--- src/design/prhg_pkg.sv ---
// Shared constants and types for the physical RNG health gate
package prhg_pkg;
    localparam int TOT_RUN    = 16;  // Equal bits in a row that mean a dead source
    localparam int WIN_BITS   = 256; // Raw bits per online test window
    localparam int ONES_LO    = 96;  // Least count of ones in a passing window
    localparam int ONES_HI    = 160; // Greatest count of ones in a passing window
    localparam int CHUNK_BITS = 16;  // Raw bits gathered per output word
    localparam int WORD_W     = 16;  // Widest output word
    localparam int BYTE_W     = 8;   // Narrow output word
    localparam int FIFO_DEPTH = 4;

    typedef enum logic [1:0] {
        PRHG_IDLE = 2'h0,
        PRHG_BOOT = 2'h1,
        PRHG_RUN  = 2'h3,
        PRHG_FAIL = 2'h2
    } prhg_state_t;
endpackage

--- src/design/prhg_fifo_if.sv ---
// Word channel between the health gate and its output FIFO
`timescale 1ns/1ps
interface prhg_fifo_if #(parameter int W = 16);
    logic         wr_valid;
    logic         wr_ready;
    logic [W-1:0] wr_data;
    logic         rd_valid;
    logic         rd_ready;
    logic [W-1:0] rd_data;
    logic         flush;

    modport src  (output wr_valid, wr_data, rd_ready, flush,
                  input  wr_ready, rd_valid, rd_data);
    modport fifo (input  wr_valid, wr_data, rd_ready, flush,
                  output wr_ready, rd_valid, rd_data);
endinterface

--- src/design/prhg_fifo.sv ---
// Small flop FIFO with valid/ready on both sides and a flush
`timescale 1ns/1ps
module prhg_fifo #(
    parameter int W     = 16,
    parameter int DEPTH = 4
) (
    // Clock and reset
    input wire logic CLK,
    input wire logic SRST,
    // Channel
    prhg_fifo_if.fifo f
);
    localparam int AW = $clog2(DEPTH);

    typedef struct packed {
        logic [DEPTH-1:0][W-1:0] mem;
        logic [AW-1:0]           wp;
        logic [AW-1:0]           rp;
        logic [AW:0]             cnt;
    } prhg_fifo_st_t;

    prhg_fifo_st_t s;
    prhg_fifo_st_t next_s;
    logic          do_wr;
    logic          do_rd;

    assign f.wr_ready = (s.cnt != (AW+1)'(DEPTH)) && !f.flush;
    assign f.rd_valid = (s.cnt != '0) && !f.flush;
    assign f.rd_data  = s.mem[s.rp];
    assign do_wr      = f.wr_valid && f.wr_ready;
    assign do_rd      = f.rd_valid && f.rd_ready;

    always_comb
    begin
        next_s = s;
        if (f.flush)
        begin
            next_s.wp  = '0;
            next_s.rp  = '0;
            next_s.cnt = '0;
        end
        else
        begin
            if (do_wr)
            begin
                next_s.mem[s.wp] = f.wr_data;
                next_s.wp        = (s.wp == AW'(DEPTH-1)) ? '0 : s.wp + AW'(1);
            end
            if (do_rd)
                next_s.rp = (s.rp == AW'(DEPTH-1)) ? '0 : s.rp + AW'(1);
            next_s.cnt = s.cnt + (AW+1)'(do_wr) - (AW+1)'(do_rd);
        end
    end

    always_ff @(posedge CLK)
    begin
        if (SRST)
            s <= '0;
        else
            s <= next_s;
    end
endmodule // prhg_fifo

--- src/design/prhg_top.sv ---
// Health gate around a physical entropy source with word output
// Operation
// A total-failure check runs on the raw bits from the moment the generator starts.
// After a total failure is seen no random word is delivered any more.
// Words that hold raw bits produced after a total failure never reach the reader.
// A statistical online test runs on the raw bits at start-up and throughout operation.
// No output until the power-up online test passes, and none once a defect is flagged.
// The online test is retriggered window after window so defects are caught soon.
// Random data reaches the reader as 8-bit or 16-bit words.
// The internal bits must carry an average Shannon entropy per bit above 0.997; the code only bounds the count of ones in each window.
// Status outputs tell apart a total source failure and an online-test defect.
`timescale 1ns/1ps
module prhg_top #(
    parameter int TOT_RUN  = prhg_pkg::TOT_RUN,
    parameter int WIN_BITS = prhg_pkg::WIN_BITS,
    parameter int ONES_LO  = prhg_pkg::ONES_LO,
    parameter int ONES_HI  = prhg_pkg::ONES_HI,
    parameter int DEPTH    = prhg_pkg::FIFO_DEPTH
) (
    // Clock and reset
    input  wire logic                        CLK,
    input  wire logic                        SRST,
    // Control
    input  wire logic                        RNG_START,
    input  wire logic                        WORD_16,
    // Raw entropy stream
    input  wire logic                        RAW_BIT,
    input  wire logic                        RAW_VALID,
    output logic                             RAW_READY,
    // Word output
    output logic                             RD_VALID,
    input  wire logic                        RD_READY,
    output logic [prhg_pkg::WORD_W-1:0]      RD_DATA,
    // Status
    output logic                             HEALTH_OK,
    output logic                             FAIL_TOTAL,
    output logic                             FAIL_STAT
);
    localparam int RW = $clog2(TOT_RUN + 1);
    localparam int WW = $clog2(WIN_BITS);
    localparam int OW = $clog2(WIN_BITS + 1);
    localparam int CB = prhg_pkg::CHUNK_BITS;
    localparam int CW = $clog2(CB);

    typedef struct packed {
        prhg_pkg::prhg_state_t   state;
        logic [RW-1:0]           run_len;
        logic                    last_bit;
        logic [WW-1:0]           win_cnt;
        logic [OW-1:0]           ones;
        logic [CB-1:0]           chunk;
        logic [CW-1:0]           chunk_cnt;
        logic [CB-1:0]           pend;
        logic                    pend_ok;
        logic                    fail_tot;
        logic                    fail_stat;
    } prhg_st_t;

    prhg_st_t              s;
    prhg_st_t              next_s;
    logic                  take;
    logic                  chunk_end;
    logic                  win_end;
    logic                  win_bad;
    logic                  push;
    logic [OW-1:0]         ones_now;
    logic [CB-1:0]         chunk_now;
    logic [prhg_pkg::WORD_W-1:0] push_word;

    prhg_fifo_if #(.W(prhg_pkg::WORD_W)) f ();

    prhg_fifo #(
        .W     (prhg_pkg::WORD_W),
        .DEPTH (DEPTH)
    ) u_fifo (
        .CLK   (CLK),
        .SRST  (SRST),
        .f     (f)
    );

    // The held word leaves only when the chunk after it ends; stall the
    // source rather than lose a checked word when the FIFO is full.
    assign chunk_end = (s.chunk_cnt == CW'(CB-1));
    // Only a push can be refused by a full FIFO; words left over from an
    // earlier run must not stall the power-up test, which cannot drain them
    assign RAW_READY = (s.state == prhg_pkg::PRHG_BOOT || s.state == prhg_pkg::PRHG_RUN)
                       && RNG_START
                       && !(chunk_end && s.pend_ok && s.state == prhg_pkg::PRHG_RUN
                            && !f.wr_ready);
    assign take      = RAW_VALID && RAW_READY;
    assign win_end   = (s.win_cnt == WW'(WIN_BITS-1));
    assign ones_now  = s.ones + OW'(RAW_BIT);
    assign chunk_now = {s.chunk[CB-2:0], RAW_BIT};
    // Monobit bounds guard the entropy of the raw bits
    assign win_bad   = (ones_now < OW'(ONES_LO)) || (ones_now > OW'(ONES_HI));

    always_comb
    begin
        next_s    = s;
        push      = 1'b0;
        push_word = '0;
        case (s.state)
            prhg_pkg::PRHG_IDLE:
            begin
                if (RNG_START)
                begin
                    next_s.state     = prhg_pkg::PRHG_BOOT;
                    next_s.run_len   = '0;
                    next_s.win_cnt   = '0;
                    next_s.ones      = '0;
                    next_s.chunk_cnt = '0;
                    next_s.pend_ok   = 1'b0;
                end
            end
            prhg_pkg::PRHG_BOOT, prhg_pkg::PRHG_RUN:
            begin
                if (!RNG_START)
                begin
                    next_s.state   = prhg_pkg::PRHG_IDLE;
                    next_s.pend_ok = 1'b0;
                end
                else if (take)
                begin
                    // Stuck-bit run detector from the first bit on
                    if (s.run_len != '0 && RAW_BIT == s.last_bit)
                        next_s.run_len = s.run_len + RW'(1);
                    else
                        next_s.run_len = RW'(1);
                    next_s.last_bit = RAW_BIT;
                    if (next_s.run_len == RW'(TOT_RUN))
                        next_s.fail_tot = 1'b1;
                    // Window test, restarted back to back
                    next_s.ones    = ones_now;
                    next_s.win_cnt = s.win_cnt + WW'(1);
                    if (win_end)
                    begin
                        next_s.win_cnt = '0;
                        next_s.ones    = '0;
                        if (win_bad)
                            next_s.fail_stat = 1'b1;
                        else if (s.state == prhg_pkg::PRHG_BOOT)
                            next_s.state = prhg_pkg::PRHG_RUN;
                    end
                    // A word is held for one further chunk: any stuck run
                    // that began inside it is then long enough to trip
                    // the detector before the word is released
                    next_s.chunk     = chunk_now;
                    next_s.chunk_cnt = s.chunk_cnt + CW'(1);
                    if (chunk_end)
                    begin
                        next_s.chunk_cnt = '0;
                        if (s.pend_ok && s.state == prhg_pkg::PRHG_RUN
                            && !next_s.fail_tot && !next_s.fail_stat)
                        begin
                            push = 1'b1;
                            if (WORD_16)
                                push_word = s.pend;
                            else
                                push_word = {{(prhg_pkg::WORD_W-prhg_pkg::BYTE_W){1'b0}},
                                             s.pend[prhg_pkg::BYTE_W-1:0]};
                        end
                        next_s.pend    = chunk_now;
                        next_s.pend_ok = 1'b1;
                    end
                    if (next_s.fail_tot || next_s.fail_stat)
                    begin
                        next_s.state   = prhg_pkg::PRHG_FAIL;
                        next_s.pend_ok = 1'b0;
                    end
                end
            end
            prhg_pkg::PRHG_FAIL:
            begin
                // Only a reset leaves here; a restart could leak a bad source
                next_s.pend_ok = 1'b0;
            end
            default:
            begin
                next_s.state = prhg_pkg::PRHG_FAIL;
            end
        endcase
    end

    always_ff @(posedge CLK)
    begin
        if (SRST)
            s <= '0;
        else
            s <= next_s;
    end

    assign f.wr_valid  = push;
    assign f.wr_data   = push_word;
    assign f.flush     = (s.state == prhg_pkg::PRHG_FAIL);
    assign f.rd_ready  = RD_READY && (s.state == prhg_pkg::PRHG_RUN);
    assign RD_VALID    = f.rd_valid && (s.state == prhg_pkg::PRHG_RUN);
    assign RD_DATA     = f.rd_data;
    assign HEALTH_OK   = (s.state == prhg_pkg::PRHG_RUN);
    assign FAIL_TOTAL  = s.fail_tot;
    assign FAIL_STAT   = s.fail_stat;
endmodule // prhg_top

--- config.mk ---
export PLATFORM = sky130hd
export DESIGN_NAME = prhg_top
export DESIGN_NICKNAME = d
export VERILOG_FILES = /design/src/design/prhg_pkg.sv /design/src/design/prhg_fifo_if.sv /design/src/design/prhg_fifo.sv /design/src/design/prhg_top.sv
export SDC_FILE = /design/constraint.sdc
export NUM_CORES = 1
export LEC_CHECK = 0
export ABC_AREA = 1
export BUFFER_PORTS_ARGS = -buffer_cell sky130_fd_sc_hd__buf_2
export CAP_MARGIN = 15
export CORE_MARGIN = 5
export CORE_UTILIZATION = 55
export DETAILED_ROUTE_END_ITERATION = 12
export HOLD_SLACK_MARGIN = 0.05
export PLACE_DENSITY = 0.72
export SKIP_CTS_REPAIR_TIMING = 1
export SLEW_MARGIN = 20
export SYNTH_ARGS = -nofsm -noshare
export SYNTH_HDL_FRONTEND = slang
export SYNTH_HIERARCHICAL = 1
export SYNTH_SLANG_ARGS = --single-unit
--- constraint.sdc ---
create_clock -name CLK -period 5.06 [get_ports CLK]
set_clock_uncertainty 0.2 [all_clocks]
set_input_delay 0.759 -clock CLK [delete_from_list [all_inputs] [get_ports CLK]]
set_output_delay 0.759 -clock CLK [all_outputs]
set_load 0.005 [all_outputs]
* Word-level counts from Yosys, hierarchy flattened
Index checks and enable logic that the tools add are counted.
** Word-level totals
- Bits in registers :: 135
- Bits in latches :: 0
- Bits in writable memories :: 0
- ROM bits :: 0
- Input port bits :: 7
- Output and inout port bits :: 21
- Word-level logic and storage cells :: 137
- Memories kept :: 0
** Cells by class
- Add/subtract/negate cells :: 8
- $mul :: 0
- Div/mod/pow operators :: 0
- Magnitude comparators :: 5
- Eq/ne operators :: 18
- Shifts and indexed selects :: 0
- Multiplexer cells :: 50
- Bitwise logic cells :: 1
- Reduce and logical (&&, ||, !) cells :: 37
** Operators with widths (count)
- $mux W16 :: 8
- $bwmux W64 :: 1
- $mux W64 :: 1
- $mux W59 :: 1
- $mux W17 :: 2
- $pmux W17 S2 :: 1
- $bmux W16 S2 :: 1
- $demux W16 S2 :: 1
- $mux W21 :: 1
- $mux W5 :: 4
- $logic_and A1 B1 Y1 :: 17
- $mux W1 :: 17
- $ne A4 B4 Y1 const B :: 4
- $mux W2 :: 7
- $pmux W7 S2 :: 1
- $add A9 B1 Y9 :: 1
- $gt A9 B8 Y1 const B :: 1
- $lt A9 B7 Y1 const B :: 1
- $add A8 B1 Y8 const B :: 1
- $eq A2 B2 Y1 const B :: 4
- $eq A8 B8 Y1 const B :: 1
- $pmux W4 S2 :: 1
- $reduce_and A4 Y1 :: 2
- $mux W7 :: 1
- other kinds (26) :: 39

* Longest topological paths before layout
Gate-level depths: netlist of the first run.
- Depth after elaboration :: 27
- Mapped depth :: 26
- Gate-level depth less buffers :: 25

* By module
Netlist of the first run, hierarchy kept.
** Modules (own cells, without submodules)
- prhg_fifo :: times used 1, cells each 552, area each 3570.9 um^2, sequential area each 1421.4 um^2
- prhg_top :: times used 1, cells each 434, area each 2979.1 um^2, sequential area each 1241.2 um^2

* Worst setup path after synthesis of the first run
Ideal clock, no wire load.
- Path kind :: input -> register
- From :: input RAW_BIT
- To :: register u_fifo/s[2] in the netlist's numbering
- Setup time :: 0.120 ns
- Data arrival time :: 3.856 ns
- Required time :: 4.740 ns
- Path slack :: 0.884 ns
- Stages :: 25
- Path buffers :: 1
- Cells stage by stage :: ha_1 -> ha_1 -> nand2_1 -> nor2_1 -> nand2_1 -> nand2_1 -> nand2_1 -> nor2_1 -> nand2_1 -> nand2_1 -> nand2_2 -> nand2_2 -> nand3_2 -> inv_2 -> nand2_4 -> buf_6 -> inv_1 -> nand3_1 -> ha_1 -> inv_1 -> ha_1 -> fa_1 -> xor2_1 -> o21ai_0 -> a21oi_1
** Between the ends
- Longest elaborated chain between the ends :: 22
- Elaborated cells between the ends (all ways) :: 32
- Those cells by class :: add/sub (3); order compare (2); eq/ne (2); mux (18); reduce/logical (7)
** Ends and longest elaborated chain
- start: declaration :: RTL line prhg_top.sv:27 : input wire logic RAW_BIT,
- parallel branches: the longest is 13 deep, another holds $add A9 B1 Y9
- $logic_and A1 B1 Y1 (*) :: RTL line prhg_top.sv:153 : && !next_s.fail_tot && !next_s.fail_stat)
- $mux W1 (*) :: RTL line prhg_top.sv:152 : if (s.pend_ok && s.state == prhg_pkg::PRHG_RUN
- $mux W1 (*) :: RTL line prhg_top.sv:149 : if (chunk_end)
- $mux W1 (*) :: RTL line prhg_top.sv:122 : else if (take)
- $mux W1 (*) :: RTL line prhg_top.sv:117 : if (!RNG_START)
- $mux W1 (*) :: RTL line prhg_top.sv:102 : case (s.state)
- named net f.wr_valid :: RTL line prhg_fifo_if.sv:4 : logic wr_valid;
- $logic_and A1 B1 Y1 (*) :: RTL line prhg_fifo.sv:30 : assign do_wr = f.wr_valid && f.wr_ready;
- $add A3 B1 Y3 (*) :: RTL line prhg_fifo.sv:51 : next_s.cnt = s.cnt + (AW+1)'(do_wr) - (AW+1)'(do_rd);
- $sub A3 B1 Y3 (*) :: RTL line prhg_fifo.sv:51
- end signal: assignment :: RTL line prhg_fifo.sv:60 : s <= next_s;
- end: declaration :: RTL line prhg_fifo.sv:22 : prhg_fifo_st_t s;
Mark *: on every way through the listed nets, which the timed path passes. The select of a mux whose other input is x is not followed.
A chain may end at the register's enable or synchronous reset.

* Worst setup path after layout of the first run
Ends and elaborated chain as after synthesis.

==> results of run 1 <==
[cell type report]
class | instances | area (um2) | area share [%]
multi-input combinational | 672 | 3099 | 42.77
sequential | 133 | 2663 | 36.75
inverter | 135 | 508.0 | 7.011
clock buffer | 22 | 454.2 | 6.268
tap | 143 | 178.9 | 2.469
clock inverter | 10 | 177.7 | 2.452
timing repair buffer | 31 | 165.2 | 2.279
[cells in the mapped netlist (all sizes together) (9+ instances only)]
| master | n | area share, % |
|---|---|---|
| ha | 13 | 2.5 |
| nand2 | 242 | 14 |
| o21ai | 54 | 4.1 |
| inv | 134 | 7.7 |
| nand4 | 9 | 1.8 |
| nor2 | 203 | 12 |
| clkbuf | 14 | 0.80 |
| nor3 | 14 | 1.4 |
| dfxtp | 133 | 41 |
| a21oi | 100 | 7.6 |
| buf | 32 | 3.5 |
| nand3 | 23 | 1.8 |
[through the flow]
step	power [mW]	hold slack [ps]	worst slack (ps)	area [um2]	utilization, %
6_report	2.607	253.5	1214	7246	62.65
5_1_grt	2.708	270.4	903.1	7246	62.65
4_1_cts	2.625	254.1	1213	7244	62.64
3_5_place_dp	1.305	245.2	781.4	6613	57.18
3_3_place_gp	1.306	239.4	890.4	6613	57.18
2_1_floorplan	1.265	230.0	883.7	6550	-
[layer usage]
layer  up-vias  global-route usage, %  routed length (um)
li1       3050                      -                   -
met1      2553                  25.69                6608
met2       106                  30.73                6140
met3        20                  4.882                 549
met4         2                  7.386                 229
met5         -                      0                  13
[how the worst max path moves through the flow]
stage	startpoint	end
after floorplan	RAW_BIT	u_fifo/s[2]$_SDFF_PP0_
after global placement	RAW_BIT	u_fifo/s[2]$_SDFF_PP0_
after detailed placement	RAW_BIT	u_fifo/s[2]$_SDFF_PP0_
after CTS	RAW_BIT	u_fifo/s[2]$_SDFF_PP0_
after global routing	RAW_BIT	u_fifo/s[2]$_SDFF_PP0_
final	RAW_BIT	u_fifo/s[2]$_SDFF_PP0_
[state kept, by name (all words and copies together), names as in the netlist]
| signal | cells |
|---|---|
| s | 45 |
| u_fifo/s | 71 |
| chunk_now | 15 |
| FAIL_STAT | 1 |
| FAIL_TOTAL | 1 |
[logic make-up (layout without fill, tap and decap cells)]
| logic type | after synthesis | after routing | synth area share [%] |
|---|---|---|---|
| flip-flops | 133 | 133 | 40.65 |
| AND/OR/NAND/NOR | 494 | 494 | 31.40 |
| AO/OA/AOI/OAI | 156 | 156 | 12.05 |
| adder cells (fa/ha/maj) | 14 | 14 | 2.789 |
| buffers and inverters | 181 | 198 | 12.03 |
| XOR/XNOR | 8 | 8 | 1.070 |
[critical path, stage by stage]
cell	delay, ps
buf_2	120
ha_1	170
ha_1	220
nand2_1	120
nor2_1	190
nand2_1	70
nand2_1	60
nand2_1	80
nor2_1	110
nand2_1	50
nand2_1	60
nand2_2	60
nand2_2	80
nand3_2	100
inv_2	90
nand2_4	120
inv_1	110
nand3_1	120
ha_1	310
inv_1	40
ha_1	180
fa_1	370
xor2_1	160
o21ai_0	170
a21oi_1	50
[where the power goes]
group	total, mW	switching (mW)	internal, mW	leakage (nW)
Clock	1.32	0.441	0.883	0.308
Sequential	1.09	0.0171	1.07	1.07
Combinational	0.196	0.145	0.0509	2.20
==> flow_metrics.env, run 1 <==
export IMPL_status="finished, final reports clean"
export IMPL_power_density_mw_per_mm2=359.7
export IMPL_grt_start_max_net_pins=65
export IMPL_clkLatencyLatePin_ps=420
export IMPL_vdd_drop_max_mv=0.2646
export IMPL_core_area_mm2=0.01156
export IMPL_syn_num_nets=1007
export IMPL_antenna_cells=0
export IMPL_antenna_found_initial=1
export IMPL_place_hpwl_mm=8.358
export IMPL_rsz0062_at_grt="false"
export IMPL_start_util_pct=56.64
export IMPL_final_cells=1146
export IMPL_drt_iter0_drc=363
export IMPL_rows=39
export IMPL_timing_rr_end="u_fifo/s[2]$_SDFF_PP0_"
export IMPL_cts_sinks=133
export IMPL_cts_path_max_buffers=2
export IMPL_synth_edff_count=0
export IMPL_syn2layout_area_growth_pct=10.62
export IMPL_grt_pass1_vias=4882
export IMPL_clkTransAtPathRegs_ps=60
export IMPL_slew_headroom_pct=32.06
export IMPL_finalHoldViolCount=0
export IMPL_yosysSeqAreaShare_pct=40.65
export IMPL_worstMarginPinSlew_ps=1018
export IMPL_fin_crit_sh_pct=76.00
export IMPL_async_reset_ff_share_pct=0
export IMPL_grt_pass1_wl_mm=22.70
export IMPL_wl_per_cell_um=11.82
export IMPL_cts_buffers=17
export IMPL_hold_end="s[18]$_SDFFE_PP0P_"
export IMPL_start_kind="primary input"
export IMPL_drt_wl_total_mm=13.54
export IMPL_syn_area_mm2=0.006550
export IMPL_ys_ff_latch=133
export IMPL_drt_first_pass_iters=5
export IMPL_ys_warn_count=6
export IMPL_viasPerCell=5.001
export IMPL_io_pins=28
export IMPL_min_delay_start="s[18]$_SDFFE_PP0P_"
export IMPL_final_fill_count=1092
export IMPL_final_cell_mix="236 x nand2_1, 196 x nor2_1, 133 x dfxtp_1"
export IMPL_fp_dieH_um=119.1
export IMPL_ant_nets=0
export IMPL_timing_final_crit_period_ps=3846
export IMPL_synth_flop_cell="dfxtp_1"
export IMPL_tns_ps=0
export IMPL_critPathMaxFanout=17
export IMPL_setup_violations=0
export IMPL_via_count=5731
export IMPL_hold_depth=2
export IMPL_r2r_cells=24
export IMPL_cts_root_buf="clkbuf_16"
export IMPL_r2r_start="s[39]$_SDFFE_PP0P_"
export IMPL_cts_tree="built"
export IMPL_ys_types=29
export IMPL_port_buffers=27
export IMPL_critPathArrivalTime_ps=3960
export IMPL_slew_violations=0
export IMPL_fmax_mhz=260.0
export IMPL_max_cap_violations=0
export IMPL_die_w_um=119.1
export IMPL_drive_gt1_share_pct=8.375
export IMPL_reg2reg_slack_ps=1340
export IMPL_die_area_mm2=0.01419
export IMPL_track_usage_pct=19.44
export IMPL_place_inst=1114
export IMPL_required_ps=5170
export IMPL_syn_inst=986
export IMPL_final_common_cell="nand2_1"
export IMPL_htreeDepth=4
export IMPL_final_nets=1011
export IMPL_leakage_nw=3.577
export IMPL_crit_type="in2reg"
export IMPL_grt_ovfl_total=0
export IMPL_gp_congestion=0.8306
export IMPL_syn_area_per_cell_um2=6.643
export IMPL_cp_end_kind="register"
export IMPL_drc=0
export IMPL_hold_path_class="reg2reg"
Note: power is estimated with default switching activity, not from simulation.
==> run 2: changes to the inputs <==
--- a/config.mk
+++ b/config.mk
@@ -5,7 +5,7 @@
 export SDC_FILE = /design/constraint.sdc
 export NUM_CORES = 1
 export LEC_CHECK = 0
-export ABC_AREA = 1
+export ABC_AREA = 0
 export BUFFER_PORTS_ARGS = -buffer_cell sky130_fd_sc_hd__buf_2
 export CAP_MARGIN = 15
 export CORE_MARGIN = 5
==> constraint.sdc (replaced) <==
create_clock -name CLK -period 3.9 [get_ports CLK]
set_clock_uncertainty 0.2 [all_clocks]
set_input_delay 0.585 -clock CLK [delete_from_list [all_inputs] [get_ports CLK]]
set_output_delay 0.585 -clock CLK [all_outputs]
set_load 0.005 [all_outputs]
==> flow_metrics.env, run 2 <==
export IMPL_final_common_cell="dfxtp_1"
export IMPL_leakage_nw=2.951
export IMPL_cts_buffers=17
export IMPL_min_delay_start="chunk_now[8]$_SDFFE_PP0P_"
export IMPL_cp_slowest_cell="fa_2"
export IMPL_r2r_cells=16
export IMPL_async_reset_ff_share_pct=0
export IMPL_rows=39
export IMPL_drc=0
export IMPL_syn_area_per_cell_um2=9.632
export IMPL_antenna_cells=0
export IMPL_yosysTopAreaCellShare_pct=40.89
export IMPL_die_area_mm2=0.01411
export IMPL_ys_ff_latch=133
export IMPL_crit_type="reg2reg"
export IMPL_crit_family="adder cells"
export IMPL_cp_depth=16
export IMPL_timing_final_ws_setup_ps=203.8
export IMPL_synthTopCellsByCount="133 x dfxtp_1, 83 x mux2i_1, 83 x nand2b_1"
export IMPL_critPathArrivalTime_ps=3770
export IMPL_power_mw=2.942
export IMPL_critPathBufInv=1
export IMPL_pre_cts_slack_ps=-252.7
export IMPL_worstMarginPinSlew_ps=838.3
export IMPL_reg2reg_slack_ps=200
export IMPL_post_route_util_pct=63.84
export IMPL_final_cells=854
export IMPL_slew_violations=0
export IMPL_drt_iter0_drc=391
export IMPL_yosysMostFrequentCell="dfxtp_1"
export IMPL_syn2layout_area_growth_pct=12.91
export IMPL_start_kind="register"
export IMPL_core_area_mm2=0.01152
export IMPL_io_pins=28
export IMPL_synth_top_cell_by_area="dfxtp_1"
export IMPL_drive_gt1_share_pct=19.83
export IMPL_cts_tree="built"
export IMPL_crit_path_frequent_cell="ha_4"
export IMPL_ant_nets=0
export IMPL_timing_final_crit_period_ps=3696
export IMPL_crit_chain="ha_4, ha_4, and4bb_1, nor4_1, a311oi_1, nand4b_1, a211oi_4, nor2b_4, nand2_4, ha_4, inv_2, ha_4, fa_2, xnor2_2, xnor2_1, nor3_1"
export IMPL_fmax_mhz=270.5
export IMPL_r2r_start="s[39]$_SDFFE_PP0P_"
export IMPL_antenna_found_initial=0
export IMPL_power_density_mw_per_mm2=400.2
export IMPL_hold_depth=2
export IMPL_max_flop_register="u_fifo/s"
export IMPL_syn_num_nets=697
export IMPL_slew_headroom_pct=44.12
export IMPL_track_usage_pct=19.33
export IMPL_syn_inst=676
export IMPL_gp_congestion=0.8427
export IMPL_wl_per_cell_um=15.34
export IMPL_place_hpwl_mm=8.624
export IMPL_port_buffers=27
export IMPL_drt_first_pass_iters=5
export IMPL_final_fill_count=920
export IMPL_die_w_um=118.8
export IMPL_start_util_pct=56.54
export IMPL_status="finished, final reports clean"
export IMPL_synth_top_cells_by_area="dfxtp_1 41%, mux2i_1 13%, nand2b_1 8.0%"
export IMPL_clkLatencyLatePin_ps=420
export IMPL_cts_sinks=133
export IMPL_grt_ovfl_total=0
export IMPL_critPathMaxFanout=2
export IMPL_setup_violations=0
export IMPL_final_cell_mix="133 x dfxtp_1, 83 x nand2b_1, 83 x mux2i_1"
export IMPL_yosysSeqAreaShare_pct=40.89
export IMPL_hold_path_class="reg2reg"
export IMPL_grt_start_max_net_pins=99
export IMPL_required_ps=3970
export IMPL_synth_flop_cell="dfxtp_1"
export IMPL_cp_end_kind="register"
export IMPL_rsz0062_at_grt="false"
export IMPL_synth_edff_count=0
export IMPL_drt_wl_total_mm=13.10
export IMPL_ys_warn_count=6
export IMPL_largest_reg_flops=71
export IMPL_syn_area_mm2=0.006511
export IMPL_viasPerCell=5.635
export IMPL_fp_dieH_um=118.8
export IMPL_crit_path_max_incr_delay_ps=380
export IMPL_fin_crit_sh_pct=94.78
export IMPL_via_count=4812
export IMPL_finalHoldViolCount=0
export IMPL_grt_pass1_wl_mm=22.45
export IMPL_vdd_drop_max_mv=0.2639
export IMPL_critPathLaunch="s[39]$_SDFFE_PP0P_"
export IMPL_ys_types=60
export IMPL_max_cap_violations=0
export IMPL_cts_path_max_buffers=2
export IMPL_final_nets=719
export IMPL_clkTransAtPathRegs_ps=60
export IMPL_htreeDepth=4
export IMPL_place_inst=821
export IMPL_cts_root_buf="clkbuf_16"
export IMPL_grt_pass1_vias=4725
run 2: changes by cell type after synthesis, moves of 6 or more:
cell,change
and3_2,+12
clkbuf_1,+11
nand2b_1,+83
mux2i_1,+83
buf_2,-12
mux4_2,+16
nor2_2,-6
nor2_1,-145
inv_1,-118
o21ai_0,-36
and2_2,+9
nand2_1,-187
a22oi_1,+7
a21oi_1,-62
run 2: through the flow:
| step | setup TNS [ps] | instance area, um2 | hold WS [ps] |
|---|---|---|---|
| 2_1_floorplan | -128.6 | 6586 | 236.0 |
| 3_3_place_gp | -155.4 | 6789 | 247.1 |
| 3_5_place_dp | -296.9 | 6789 | 261.7 |
| 4_1_cts | 0 | 7345 | 263.5 |
| 5_1_grt | 0 | 7352 | 271.0 |
| 6_report | 0 | 7352 | 267.2 |
run 2: layout make-up:
class / instances / area [um2] / share of cell area [%]
multi-input combinational: 486 / 3615 / 49.17
tap: 143 / 178.9 / 2.434
clock buffer: 22 / 484.2 / 6.586
sequential: 133 / 2663 / 36.22
clock inverter: 10 / 71.32 / 0.9700
inverter: 12 / 45.04 / 0.6127
timing repair buffer: 48 / 295.3 / 4.016
run 2: worst paths after layout:
path | endpoint
max | u_fifo/s[2]$_SDFF_PP0_
min | chunk_now[9]$_SDFFE_PP0P_
max reg2reg | u_fifo/s[2]$_SDFF_PP0_
min reg2reg | chunk_now[9]$_SDFFE_PP0P_
run 2: power breakdown:
group	switching (mW)	internal [mW]
Clock	0.591	0.880
Combinational	0.0669	0.0381
Sequential	0.00345	1.36
Total	0.661	2.28
run 2: cells by family (layout without fill, tap and decap cells):
logic type	count (synthesis)	in the layout	share of synthesized area, %
fa+ha+maj	14	14	2.806
mux	99	99	18.29
simple gates	280	280	23.98
xor+xnor	7	7	0.9416
compound gates	86	86	8.263
flops	133	133	40.89
buf+inv	57	92	4.823
run 2: routing by layer:
metal  vias up  track usage, %  part of all wire, %
met3        12           5.683                  3.6
li1       2391               -                    -
met5         -               0                    0
met1      2327           24.03                   46
met2        82           32.11                   49
met4         0           6.662                  1.2
run 2: tightest hold or removal path: stages (launching register included):
cell and delay [ps]:
dfxtp_1 320, nand2_1 60, a21oi_1 50
